`src/core/smrc_consts.vh`:
```
// Constants shared by the supply monitor and reset controller.
`ifndef SMRC_CONSTS_VH
`define SMRC_CONSTS_VH
`define SMRC_ADDR_W 8
`define SMRC_ADDR_FLAGS_LEVELS 8'h2b
`define SMRC_ADDR_ENABLE_MODE 8'h2c
`define SMRC_FLAGS_LEVELS_RST 8'h20
`define SMRC_ENABLE_MODE_RST 4'h0
`define SMRC_CH2_FLAG_BIT 7
`define SMRC_CH2_STAT_BIT 6
`define SMRC_CH2_LVL_HI 5
`define SMRC_CH2_LVL_LO 4
`define SMRC_CH1_FLAG_BIT 3
`define SMRC_CH1_STAT_BIT 2
`define SMRC_CH1_LVL_HI 1
`define SMRC_CH1_LVL_LO 0
`define SMRC_CH2_LVL_RST 2'h2
`define SMRC_CH1_LVL_RST 2'h0
`define SMRC_CH2_LVL_OK 2'h1
`define SMRC_CH1_LVL_HIGH_BAND 2'h0
`define SMRC_CH1_LVL_LOW_BAND 2'h3
`define SMRC_EN_CH1_BIT 0
`define SMRC_MOD_CH1_BIT 1
`define SMRC_EN_CH2_BIT 2
`define SMRC_MOD_CH2_BIT 3
`define SMRC_WARMUP_W 16
`define SMRC_WARMUP_TERM 16'h7fff
`define SMRC_WARMUP_ZERO 16'h0000
`endif

```
`src/core/smrc_top.v`:
```
// Supply monitor: power-on reset sequencing and two low-voltage channels.
// How it works
// - Hold power-on reset until supply above release.
// - Supply drop reasserts power-on reset.
// - Power-on reset holds counter, core, peripherals.
// - Counter restarts from zero on release.
// - Core released only at terminal count.
// - Counter advances on oscillator ticks only.
// - Two channels, separate comparator and level.
// - Per-channel choice: reset or interrupt.
// - Reset mode: reset while supply below level.
// - Interrupt mode: request on level crossing.
// - Repeated crossings each raise a request.
// - Flags-levels register 8 bits, resets 0x20.
// - Bit layout: flag, status, level per channel.
// - Latched flag sets on low, stays set.
// - Writing 0 clears flag; 1 ignored.
// - Status flag read-only live comparator while enabled, 0 when disabled.
// - Channel 2 level accepts only code 01.
// - Channel 1 level codes 00 and 11 only.
// - Mode bit: 0 interrupt, 1 reset.
// - Enable bit 1 on, reset to 0.
// - Hardware set beats software clear.
// - Detection reset lasts while supply low.
//
// The address-and-strobe port was chosen for this implementation.
`timescale 1ns/1ps
`include "smrc_consts.vh"
module smrc_top (
    // Clock and reset
    input wire clk_in,
    input wire rst_in,
    // Analog comparators and oscillator, all asynchronous
    input wire supply_ok_in,
    input wire ch1_below_in,
    input wire ch2_below_in,
    input wire osc_in,
    // Register port
    input wire [`SMRC_ADDR_W-1:0] addr_in,
    input wire [7:0] wdata_in,
    input wire wr_in,
    input wire rd_in,
    output reg [7:0] rdata_out,
    // Reset and event outputs
    output reg por_out,
    output reg sys_rst_out,
    output reg detect_rst_out,
    output reg low_voltage_irq_out,
    // Selected thresholds for the analog ladder
    output reg [1:0] ch1_level_out,
    output reg [1:0] ch2_level_out
);
    wire supply_ok_s;
    wire osc_s;
    wire [1:0] below_s;
    wire warm_done;
    reg osc_d;
    reg [1:0] below_d;
    reg [1:0] ch_latched;
    reg [1:0] ch1_level_select;
    reg [1:0] ch2_level_select;
    reg [1:0] channel_detect_enable;
    reg [1:0] channel_action_select;
    reg [1:0] en_d;
    wire [1:0] ch_low;
    wire [1:0] ch_irq_hit;
    wire [1:0] ch_rst_hit;
    reg [7:0] flags_levels_rd;
    reg [7:0] next_rdata;
    wire osc_tick;
    wire wr_flags;
    wire wr_mode;

    smrc_sync2 u_sync_supply (
        .clk_in(clk_in),
        .rst_in(rst_in),
        .d_in(supply_ok_in),
        .q_out(supply_ok_s)
    );

    smrc_sync2 u_sync_osc (
        .clk_in(clk_in),
        .rst_in(rst_in),
        .d_in(osc_in),
        .q_out(osc_s)
    );

    smrc_sync2 u_sync_ch1 (
        .clk_in(clk_in),
        .rst_in(rst_in),
        .d_in(ch1_below_in),
        .q_out(below_s[0])
    );

    smrc_sync2 u_sync_ch2 (
        .clk_in(clk_in),
        .rst_in(rst_in),
        .d_in(ch2_below_in),
        .q_out(below_s[1])
    );

    // One enable pulse per rising oscillator edge.
    assign osc_tick = osc_s & ~osc_d;

    smrc_warmup u_warmup (
        .clk_in(clk_in),
        .rst_in(rst_in),
        .hold_in(por_out),
        .osc_tick_in(osc_tick),
        .done_out(warm_done)
    );

    assign wr_flags = wr_in && (addr_in == `SMRC_ADDR_FLAGS_LEVELS);
    assign wr_mode = wr_in && (addr_in == `SMRC_ADDR_ENABLE_MODE);

    // Power-on reset and system reset sequencing.
    always @(posedge clk_in or posedge rst_in)
    begin
        if (rst_in)
        begin
            por_out <= 1'b1;
            sys_rst_out <= 1'b1;
            osc_d <= 1'b0;
        end
        else
        begin
            osc_d <= osc_s;
            por_out <= ~supply_ok_s;
            if (por_out)
            begin
                sys_rst_out <= 1'b1;
            end
            else if (warm_done)
            begin
                sys_rst_out <= 1'b0;
            end
        end
    end

    // Per-channel detection: live status, events and reset request.
    genvar gi;
    generate
        for (gi = 0; gi < 2; gi = gi + 1)
        begin : g_ch
            assign ch_low[gi] = channel_detect_enable[gi] & below_s[gi];
            // Every comparator change while enabled in interrupt mode is an event, and so is enabling
            // a channel whose supply already sits below its level.
            assign ch_irq_hit[gi] = channel_detect_enable[gi] & ~channel_action_select[gi]
                & ((below_s[gi] ^ below_d[gi])
                | (below_s[gi] & ~(below_d[gi] & en_d[gi])));
            assign ch_rst_hit[gi] = ch_low[gi] & channel_action_select[gi];
        end
    endgenerate

    // Control registers; power-on reset reinitialises them too.
    always @(posedge clk_in or posedge rst_in)
    begin
        if (rst_in)
        begin
            below_d <= 2'h0;
            en_d <= 2'h0;
            ch_latched <= 2'h0;
            ch1_level_select <= `SMRC_CH1_LVL_RST;
            ch2_level_select <= `SMRC_CH2_LVL_RST;
            channel_detect_enable <= 2'h0;
            channel_action_select <= 2'h0;
            detect_rst_out <= 1'b0;
            low_voltage_irq_out <= 1'b0;
            ch1_level_out <= `SMRC_CH1_LVL_RST;
            ch2_level_out <= `SMRC_CH2_LVL_RST;
        end
        else if (por_out)
        begin
            below_d <= below_s;
            en_d <= 2'h0;
            ch_latched <= 2'h0;
            ch1_level_select <= `SMRC_CH1_LVL_RST;
            ch2_level_select <= `SMRC_CH2_LVL_RST;
            channel_detect_enable <= 2'h0;
            channel_action_select <= 2'h0;
            detect_rst_out <= 1'b0;
            low_voltage_irq_out <= 1'b0;
            ch1_level_out <= `SMRC_CH1_LVL_RST;
            ch2_level_out <= `SMRC_CH2_LVL_RST;
        end
        else
        begin
            below_d <= below_s;
            en_d <= channel_detect_enable;
            if (wr_flags)
            begin
                // Flag bits only clear on 0; detection below overrides.
                if (!wdata_in[`SMRC_CH1_FLAG_BIT])
                begin
                    ch_latched[0] <= 1'b0;
                end
                if (!wdata_in[`SMRC_CH2_FLAG_BIT])
                begin
                    ch_latched[1] <= 1'b0;
                end
                if ((wdata_in[`SMRC_CH1_LVL_HI:`SMRC_CH1_LVL_LO] == `SMRC_CH1_LVL_HIGH_BAND)
                    || (wdata_in[`SMRC_CH1_LVL_HI:`SMRC_CH1_LVL_LO]
                    == `SMRC_CH1_LVL_LOW_BAND))
                begin
                    ch1_level_select <= wdata_in[`SMRC_CH1_LVL_HI:`SMRC_CH1_LVL_LO];
                end
                if (wdata_in[`SMRC_CH2_LVL_HI:`SMRC_CH2_LVL_LO] == `SMRC_CH2_LVL_OK)
                begin
                    ch2_level_select <= wdata_in[`SMRC_CH2_LVL_HI:`SMRC_CH2_LVL_LO];
                end
            end
            if (ch_low[0])
            begin
                ch_latched[0] <= 1'b1;
            end
            if (ch_low[1])
            begin
                ch_latched[1] <= 1'b1;
            end
            if (wr_mode)
            begin
                channel_detect_enable[0] <= wdata_in[`SMRC_EN_CH1_BIT];
                channel_action_select[0] <= wdata_in[`SMRC_MOD_CH1_BIT];
                channel_detect_enable[1] <= wdata_in[`SMRC_EN_CH2_BIT];
                channel_action_select[1] <= wdata_in[`SMRC_MOD_CH2_BIT];
            end
            detect_rst_out <= |ch_rst_hit;
            low_voltage_irq_out <= |ch_irq_hit;
            ch1_level_out <= ch1_level_select;
            ch2_level_out <= ch2_level_select;
        end
    end

    always @*
    begin
        flags_levels_rd = 8'h00;
        flags_levels_rd[`SMRC_CH2_FLAG_BIT] = ch_latched[1];
        flags_levels_rd[`SMRC_CH2_STAT_BIT] = ch_low[1];
        flags_levels_rd[`SMRC_CH2_LVL_HI:`SMRC_CH2_LVL_LO] = ch2_level_select;
        flags_levels_rd[`SMRC_CH1_FLAG_BIT] = ch_latched[0];
        flags_levels_rd[`SMRC_CH1_STAT_BIT] = ch_low[0];
        flags_levels_rd[`SMRC_CH1_LVL_HI:`SMRC_CH1_LVL_LO] = ch1_level_select;
        next_rdata = 8'h00;
        if (rd_in && addr_in == `SMRC_ADDR_FLAGS_LEVELS)
        begin
            next_rdata = flags_levels_rd;
        end
        else if (rd_in && addr_in == `SMRC_ADDR_ENABLE_MODE)
        begin
            next_rdata[`SMRC_EN_CH1_BIT] = channel_detect_enable[0];
            next_rdata[`SMRC_MOD_CH1_BIT] = channel_action_select[0];
            next_rdata[`SMRC_EN_CH2_BIT] = channel_detect_enable[1];
            next_rdata[`SMRC_MOD_CH2_BIT] = channel_action_select[1];
        end
    end

    always @(posedge clk_in or posedge rst_in)
    begin
        if (rst_in)
        begin
            rdata_out <= 8'h00;
        end
        else
        begin
            rdata_out <= next_rdata;
        end
    end
endmodule // smrc_top

```
`src/core/smrc_sync2.v`:
```
// Two flip-flop synchroniser for asynchronous level inputs.
`timescale 1ns/1ps
module smrc_sync2 (
    // Clock and reset
    input wire clk_in,
    input wire rst_in,
    // Level in and out
    input wire d_in,
    output reg q_out
);
    reg stage1;

    always @(posedge clk_in or posedge rst_in)
    begin
        if (rst_in)
        begin
            stage1 <= 1'b0;
            q_out <= 1'b0;
        end
        else
        begin
            stage1 <= d_in;
            q_out <= stage1;
        end
    end
endmodule // smrc_sync2

```
`src/core/smrc_warmup.v`:
```
// Warm-up counter advanced by oscillator tick enables.
`timescale 1ns/1ps
`include "smrc_consts.vh"
module smrc_warmup (
    // Clock and reset
    input wire clk_in,
    input wire rst_in,
    // Control
    input wire hold_in,
    input wire osc_tick_in,
    // Status
    output reg done_out
);
    reg [`SMRC_WARMUP_W-1:0] count;

    always @(posedge clk_in or posedge rst_in)
    begin
        if (rst_in)
        begin
            count <= `SMRC_WARMUP_ZERO;
            done_out <= 1'b0;
        end
        else if (hold_in)
        begin
            count <= `SMRC_WARMUP_ZERO;
            done_out <= 1'b0;
        end
        else if (!done_out && osc_tick_in)
        begin
            count <= count + 1'b1;
            if (count == `SMRC_WARMUP_TERM - 1'b1)
            begin
                done_out <= 1'b1;
            end
        end
    end
endmodule // smrc_warmup

```
`config.mk`:
```
export PLATFORM = sky130hd
export DESIGN_NAME = smrc_top
export DESIGN_NICKNAME = d
export VERILOG_FILES = /design/src/core/smrc_top.v /design/src/core/smrc_sync2.v /design/src/core/smrc_warmup.v
export VERILOG_INCLUDE_DIRS = /design/src /design/src/core
export SDC_FILE = /design/constraint.sdc
export NUM_CORES = 1
export LEC_CHECK = 0
export ABC_AREA = 1
export BUFFER_PORTS_ARGS = -buffer_cell sky130_fd_sc_hd__buf_2
export CELL_PAD_IN_SITES_DETAIL_PLACEMENT = 1
export CELL_PAD_IN_SITES_GLOBAL_PLACEMENT = 1
export CORE_MARGIN = 10
export CORE_UTILIZATION = 41
export CTS_CLUSTER_SIZE = 16
export DETAILED_ROUTE_END_ITERATION = 8
export PLACE_DENSITY = 0.88
export SLEW_MARGIN = 20
export SYNTH_ARGS = -nofsm -noshare
export SYNTH_HDL_FRONTEND = slang
export SYNTH_SLANG_ARGS = --single-unit
```
`constraint.sdc`:
```
create_clock -name clk_in -period 2.4 [get_ports clk_in]
set_input_delay 0.48 -clock clk_in [delete_from_list [all_inputs] [get_ports clk_in]]
set_output_delay 0.48 -clock clk_in [all_outputs]
set_load 0.03 [all_outputs]
```
# Word-level counts from Yosys, hierarchy flattened
# Index checks and enable logic that the tools add are counted.
classes:
  n_addsub: 1
  bitwise: 23
  n_eq_ne: 7
  n_reduce_logical: 24
  muxes: 31
ops:
  columns: ["cell", "n"]
  rows:
  - ["$mux 16", 2]
  - ["$mux 2", 15]
  - ["$add 16x1->16 const B", 1]
  - ["$eq 16x15->1 const B", 1]
  - ["$eq 8x6->1 const B", 2]
  - ["$reduce_bool 2->1", 7]
  - ["$and 1x1->1", 13]
  - ["$mux 4", 3]
  - ["$mux 1", 11]
  - ["$reduce_and 2->1", 5]
  - ["$ne 3x1->1 const B", 2]
  - ["$not 1->1", 6]
  - ["$reduce_bool 3->1", 2]
  - ["$logic_and 1x1->1", 5]
  - ["$reduce_or 2->1", 2]
  - ["$eq 2x1->1 const B", 1]
  - ["$eq 2x2->1 const B", 1]
  - ["$logic_not 2->1", 1]
  - ["$or 1x1->1", 2]
  - ["$xor 1x1->1", 2]
  - ["$logic_not 1->1", 1]
  - ["$logic_or 1x1->1", 1]
totals:
  word_cells: 112
  register_bits: 56
  input_bits: 24

# Longest topological paths before layout
# Gate-level depths: netlist (run 1).
logic_depth:
  ltp_word: 7
  depth_mapped: 8

# By module
# Synthesis (run 1) repeated with hierarchy kept, for this count alone.
unflattened:
  cells_unflattened: 300
  area_unflattened_um2: 2528.7
by_module_without_submodules:
  columns: ["module", "instances", "area_per_inst_um2", "cells_per_inst"]
  rows:
  - ["smrc_top", 1, 1322.5, 146]
  - ["smrc_warmup", 1, 991.0, 142]
  - ["smrc_sync2", 4, 53.8, 3]

# Worst setup path before layout (run 1)
# Ideal clock, no wire load.
synth_path:
  path_kind: "register to register"
  startpoint: "register por_out"
  endpoint: "register ch1_level_select[0]"
  arrival_ns: 1.124
  path_slack_ns: 1.160
  setup_ns: 0.117
  stages_incl_launch_ff: 6
  path_cell_list: "dfstp_2 nor2_1 o22ai_1 nand2_1 nand2_1 nand2_1"
synth_between:
  elab_chain_len: 2
  elab_cells_between_ends: 4
  cone_classes: "mux (1); reduce/logical (3)"
synth_rtl:
  columns: ["item", "line_no", "text"]
  rows:
  - ["start: declaration", "smrc_top.v:45", "output reg por_out,"]
  - ["start signal: assignment", "smrc_top.v:128", "por_out <= ~supply_ok_s;"]
  - ["$reduce_bool 2->1 (no source line)", null, null]
  - ["$reduce_and 2->1 (no source line)", null, null]
  - ["end signal: assignment", "smrc_top.v:163", "ch1_level_select <= `SMRC_CH1_LVL_RST;"]
  - ["end signal: assignment", "smrc_top.v:177", "ch1_level_select <= `SMRC_CH1_LVL_RST;"]
  - ["end signal: assignment", "smrc_top.v:205", "ch1_level_select <= wdata_in[`SMRC_CH1_LVL_HI:`SMRC_CH1_LVL_LO];"]
  - ["end: declaration", "smrc_top.v:60", "reg [1:0] ch1_level_select;"]
# Parallel ways exist; a longest one is shown, timed or not.
# A chain may end at the register's enable or synchronous reset.

# Worst setup path after layout (run 1)
layout_path:
  startpoint: "register por_out"
  endpoint: "output por_out"
# No word-level cell between the ends.

==> flow_metrics.py, run 1 <==
metrics = {
    "run_status": {
        "status": "finished, final reports clean",
    },
    "timing": {
        "clock_skew_ns": 0.00773,
        "finalSetupViolCount": 0,
        "relSlewSlack_pct": 68.2,
        "drv_slew": 0,
        "hold_viol": 0,
        "fmax_mhz": 553,
        "rsz0062_at_grt": "false",
        "timing.final.crit_share_pct": 75.3,
        "layout_setup_ws_ns": 0.593,
        "tightest_slew_ns": 0.477,
        "final.setup.tns_ns": 0,
        "fin_hold_ws_ns": 0.155,
        "min_period_ns": 1.81,
    },
    "cells_and_area": {
        "final_util_pct": 48.2,
        "drive_above_1_share_pct": 20.5,
        "final_cells": 402,
        "nets": 352,
        "syn_to_final_growth_pct": 15.1,
        "mostFrequentLayoutCells": "70 x nand2_1, 52 x dfrtp_1, 40 x inv_1",
        "antennaDiodeCount": 0,
        "layout_commonest_cell": "nand2_1",
    },
    "logic_synthesis": {
        "yosys_warnings": 0,
        "netlist_area_um2": 2450,
        "seq_area_frac_synth_pct": 57.4,
        "yosys.cell_types.count": 26,
        "yosys_most_used_dff": "dfrtp_1",
        "syn_nets": 308,
        "synth_edf_count": 0,
        "ys_async_sr_fraction_pct": 100,
        "syn_avg_cell_area_um2": 8.68,
        "synth_seq_cells": 56,
        "synthCells": 282,
    },
    "routing": {
        "totalWireLength_um": 6280,
        "via_per_inst": 5.05,
        "route.vias.total": 2029,
        "drc": 0,
        "ant_nets": 0,
        "drt_first_pass_iters": 4,
        "drtIter0Drc": 80,
        "avgRoutedWirePerCell_um": 15.6,
    },
    "critical_path": {
        "cp_data_required_time_ns": 1.92,
        "crit_slowest_cell": "dfstp_2",
        "cp-start-kind": "register",
        "slowest_delay_ns": 0.74,
        "critical_path_class": "reg -> out",
        "crit_arrival_ns": 1.33,
        "worstPathBufferInverterCount": 1,
        "critPathMaxFanout": 15,
        "crit_family": "flip-flops",
        "end_kind": "output pin",
        "cp_cell_sequence": "buf_2",
    },
    "clock_tree": {
        "cts.sinks": 56,
        "path_clk_slew_ns": 0.11,
        "cts_root_buf": "clkbuf_8",
        "clock_path_buffers": 2,
        "cts_setup_buffers": 0,
        "worstSkewPairLatency_ns": 0.31,
        "post_cts_resized": 0,
        "cts_hold_buf": 0,
        "cts_inserted_buffers": 5,
        "cts_tree": "yes",
        "ctsHtreeMaxLevel": 2,
    },
    "die": {
        "dieHeight_um": 97.3,
        "die_area_um2": 9460,
        "die_w_um": 97.3,
        "rows": 28,
        "initial_core_util_pct": 41.9,
        "coreArea_um2": 5850,
        "io_pins": 40,
    },
    "placed_design": {
        "dp.cells": 394,
        "place_ws_ns": 0.810,
        "portBuffers": 38,
        "place_congestion": 0.834,
        "hpwl_um": 4640,
    },
    "global_route": {
        "gr-usage-all-layers_pct": 13.3,
        "grt_overflow": 0,
        "grt_pass1_vias": 2216,
        "grt_start_max_net_pins": 29,
        "grt_pass1_wl_um": 10600,
        "antenna_found_initial": 0,
    },
    "pwr": {
        "vdd_drop_max_v": 0.000361,
        "p_per_area_nw_per_um2": 568,
        "leakagePower_nw": 1.41,
    },
    "job": {
        "cap_viol_max_count": 0,
    },
    "hold_path": {
        "hold_class": "in -> async",
    },
}
[where the power goes]
part           internal (W)  switching (W)  total (W)  leakage (nW)
clock              0.000211       0.000316   0.000527        0.0418
sequential         0.000962      0.0000154   0.000978         0.740
combinational     0.0000300      0.0000665  0.0000965         0.630
total               0.00120       0.000398    0.00160          1.41
[cell families (layout without fill, tap and decap cells)]
logic type	Yosys count	after routing	share of synthesized area, %
simple gates	148	148	27.1
compound gates	30	30	7.10
flops	56	56	57.4
buf+inv	46	91	7.31
fa+ha+maj	2	2	1.02
[worst paths after layout]
kind,start,endpoint,slack (ns),cells after the start
min reg2reg,u_sync_osc.stage1$_DFF_PP0_,u_sync_osc.q_out$_DFF_PP0_,0.36,0
max in group asynchronous,rst_in,ch2_level_out[1]$_DFF_PP1_,1.56,3
min in group clk_in,ch2_below_in,u_sync_ch2.stage1$_DFF_PP0_,0.27,1
min,rst_in,below_d[1]$_DFF_PP0_,0.15,2
max,por_out$_DFF_PP1_,por_out,0.59,1
max reg2reg,por_out$_DFF_PP1_,u_warmup.count[1]$_DFFE_PP0P_,0.82,5
[through the flow]
| step | cell area (um^2) | power (W) |
|---|---|---|
| final | 2820 | 0.00160 |
| after global routing | 2820 | 0.00168 |
| after CTS | 2820 | 0.00162 |
| after detailed placement | 2730 | 0.00109 |
| after global placement | 2730 | 0.00109 |
| after floorplan | 2450 | 0.00105 |
[layout make-up]
cell class | count | area, um^2
tap | 75 | 93.8
timing repair buffer | 40 | 205
sequential | 56 | 1410
fill | 727 | 3030
multi-input combinational | 180 | 863
inverter | 43 | 161
clock buffer | 6 | 72.6
clock inverter | 2 | 16.3
[flip-flops by register name, summed over array words and instances (netlist names), 2 cells and up]
signal	flops
rdata_out	8
ch_latched	2
ch1_level_select	2
below_d	2
u_warmup.count	16
ch2_level_out	2
channel_action_select	2
channel_detect_enable	2
en_d	2
ch2_level_select	2
ch1_level_out	2
[metal layers]
metal / share of wire (%) / global-route usage [%] / vias up
met3: 4.0 / 3.77 / 10
li1: - / - / 976
met5: 0 / 0 / -
met2: 51 / 23.0 / 40
met1: 44 / 15.3 / 1003
met4: 1.7 / 4.59 / 0
[cell usage after synthesis, types with 2 or more instances]
cell       count  area [um^2]
o22ai_1        5         31.3
ha_1           2         25.0
nor2_4         3         33.8
nor3_1         6         30.0
nand2_1       70          263
nand3_1       17         85.1
nor2_1        38          143
buf_2          2         10.0
inv_2          2         7.51
nor2_2         3         18.8
o21ai_2        2         17.5
inv_1         41          154
dfrtp_1       52         1300
dfstp_2        4          105
nand4_1        6         37.5
a21oi_1       10         50.1
o21ai_0        9         45.0
o2111ai_1      2         17.5
(Power assumes the default switching activity.)
==> inputs of run 2 (changes only) <==
Clock period 2.4 ns to 1.7 ns, I/O delays scaled along.
==> run 2 against run 1 <==
Compared with the run above:
- the run now ends with negative hold slack left
- critical endpoint unchanged
- non-clock buffer count rose by 3
- total power is 51% higher
- die area did not move
- wire length decreased by 3.4%
- hold slack got worse by 0.16 ns
- critical path depth rose by 1
==> flow_metrics.py, run 2 (synthesis results as in run 1) <==
metrics = {
    "clock_tree": {
        "cts_tree": "yes",
        "cts_hold_buf": 0,
        "cts_inserted_buffers": 5,
        "cts_root_buf": "clkbuf_8",
        "cts.sinks": 56,
        "path_clk_slew_ns": 0.11,
        "worstSkewPairLatency_ns": 0.32,
        "clock_path_buffers": 2,
        "ctsHtreeMaxLevel": 2,
    },
    "timing": {
        "min_period_ns": 1.52,
        "drv_slew": 0,
        "fin_hold_ws_ns": -0.00239,
        "fmax_mhz": 657,
        "timing.final.crit_share_pct": 89.5,
        "finalSetupViolCount": 0,
        "hold_viol": 6,
        "layout_setup_ws_ns": 0.178,
        "clock_skew_ns": 0.0109,
        "tightest_slew_ns": 0.412,
        "rsz0062_at_grt": "false",
        "final.setup.tns_ns": 0,
        "relSlewSlack_pct": 72.5,
    },
    "critical_path": {
        "worstPathBufferInverterCount": 2,
        "r2r_start": "u_warmup.count[1]$_DFFE_PP0P_",
        "end_kind": "output pin",
        "critPathMaxFanout": 5,
        "crit_arrival_ns": 1.18,
        "slowest_delay_ns": 0.54,
        "crit_path_start": "por_out$_DFF_PP1_",
        "cp.depth": 2,
        "crit_family": "flip-flops",
        "cp_cell_sequence": "buf_4 > buf_2",
        "r2r_slack_ns": 0.26,
        "critical_path_class": "reg -> out",
        "cp_data_required_time_ns": 1.36,
        "crit_slowest_cell": "dfstp_2",
        "crit_end": "por_out",
        "cp-start-kind": "register",
        "rr_worst_depth": 8,
        "rr_endpoint": "u_warmup.count[12]$_DFFE_PP0P_",
    },
    "die": {
        "dieHeight_um": 97.3,
        "die_w_um": 97.3,
        "rows": 28,
        "initial_core_util_pct": 41.9,
        "die_area_um2": 9460,
        "io_pins": 40,
        "coreArea_um2": 5850,
    },
    "cells_and_area": {
        "drive_above_1_share_pct": 21.5,
        "reg.largest.list": "u_warmup.count: 16 flops, rdata_out: 8 flops",
        "top_register": "u_warmup.count",
        "nets": 355,
        "layout_commonest_cell": "nand2_1",
        "antennaDiodeCount": 0,
        "final_cells": 405,
        "largest_reg_flops": 16,
        "mostFrequentLayoutCells": "70 x nand2_1, 52 x dfrtp_1, 40 x inv_1",
        "syn_to_final_growth_pct": 17.8,
    },
    "routing": {
        "route.vias.total": 2006,
        "drt_first_pass_iters": 4,
        "drtIter0Drc": 66,
        "avgRoutedWirePerCell_um": 15.0,
        "totalWireLength_um": 6060,
        "drc": 0,
        "ant_nets": 0,
        "via_per_inst": 4.95,
    },
    "placed_design": {
        "place_congestion": 0.805,
        "place_ws_ns": 0.232,
        "hpwl_um": 4620,
        "portBuffers": 38,
        "dp.cells": 396,
    },
    "global_route": {
        "grt_pass1_wl_um": 10600,
        "gr-usage-met3_pct": 3.06,
        "grt_start_max_net_pins": 31,
        "grtUsageMet2_pct": 24.4,
        "gr-usage-all-layers_pct": 13.2,
        "antenna_found_initial": 0,
        "grt_overflow": 0,
        "grtUsageMet1_pct": 14.7,
        "grt_pass1_vias": 2281,
        "grt-busiest-layer": "met2",
    },
    "job": {
        "cap_viol_max_count": 0,
    },
    "hold_path": {
        "hold_class": "in -> async",
    },
    "run_status": {
        "status": "finished, violations left",
        "violations": "negative hold slack",
    },
    "pwr": {
        "leakagePower_nw": 1.44,
        "vdd_drop_max_v": 0.000554,
        "p_per_area_nw_per_um2": 839,
    },
}
## run 2: cell count changes in the layout (fill, tap and decap cells not counted)
cell / previous run / this run
bufinv_16: 0 / 1
inv_2: 3 / 2
clkbuf_1: 1 / 0
clkinv_4: 0 / 2
buf_12: 0 / 1
buf_4: 2 / 4
inv_6: 1 / 0
## run 2: timing repair
action | 4_1_cts | 5_1_grt
setup endpoints to repair | 1 | 0
resized for setup | 0 | 0
hold endpoints to repair | 0 | 0
buffers inserted | 1 | 0
## run 2: worst min-delay path by stage
stage	start	to	slack (ns)	depth (start not counted)
after detailed placement	u_sync_ch2.stage1$_DFF_PP0_	u_sync_ch2.q_out$_DFF_PP0_	0.34	0
after floorplan	u_sync_ch1.stage1$_DFF_PP0_	u_sync_ch1.q_out$_DFF_PP0_	0.33	0
after global placement	u_sync_osc.stage1$_DFF_PP0_	u_sync_osc.q_out$_DFF_PP0_	0.33	0
final	rst_in	u_warmup.count[1]$_DFFE_PP0P_	-0.002	2
after global routing	rst_in	u_warmup.count[1]$_DFFE_PP0P_	0.02	2
after CTS	rst_in	u_warmup.count[1]$_DFFE_PP0P_	0.004	2
## run 2: metal layers
metal	vias up	wire, um
met4	0	59
met1	991	2630
met3	7	195
li1	976	-
met2	32	3180
met5	-	0
## run 2: per-stage QoR
stage                     total power (W)  instance area (um^2)  utilization (%)
final                             0.00242                  2890             49.3
after global placement            0.00154                  2760             47.2
after floorplan                   0.00148                  2450                -
after global routing              0.00251                  2890             49.3
after CTS                         0.00245                  2890             49.3
after detailed placement          0.00155                  2760             47.2
## run 2: report_power, final
| group | internal (W) | leakage (nW) | total (W) | switching [W] |
|---|---|---|---|---|
| clock | 0.000445 | 0.0583 | 0.000899 | 0.000454 |
| combinational | 0.0000502 | 0.645 | 0.000150 | 0.0000993 |
| sequential | 0.00136 | 0.740 | 0.00137 | 0.0000152 |
## run 2: final cells by class
cell class / instances / area, um^2
inverter: 43 / 165
sequential: 56 / 1410
timing repair buffer: 43 / 240
fill: 721 / 2970
multi-input combinational: 180 / 863
clock buffer: 5 / 68.8
clock inverter: 3 / 47.5
tap: 75 / 93.8
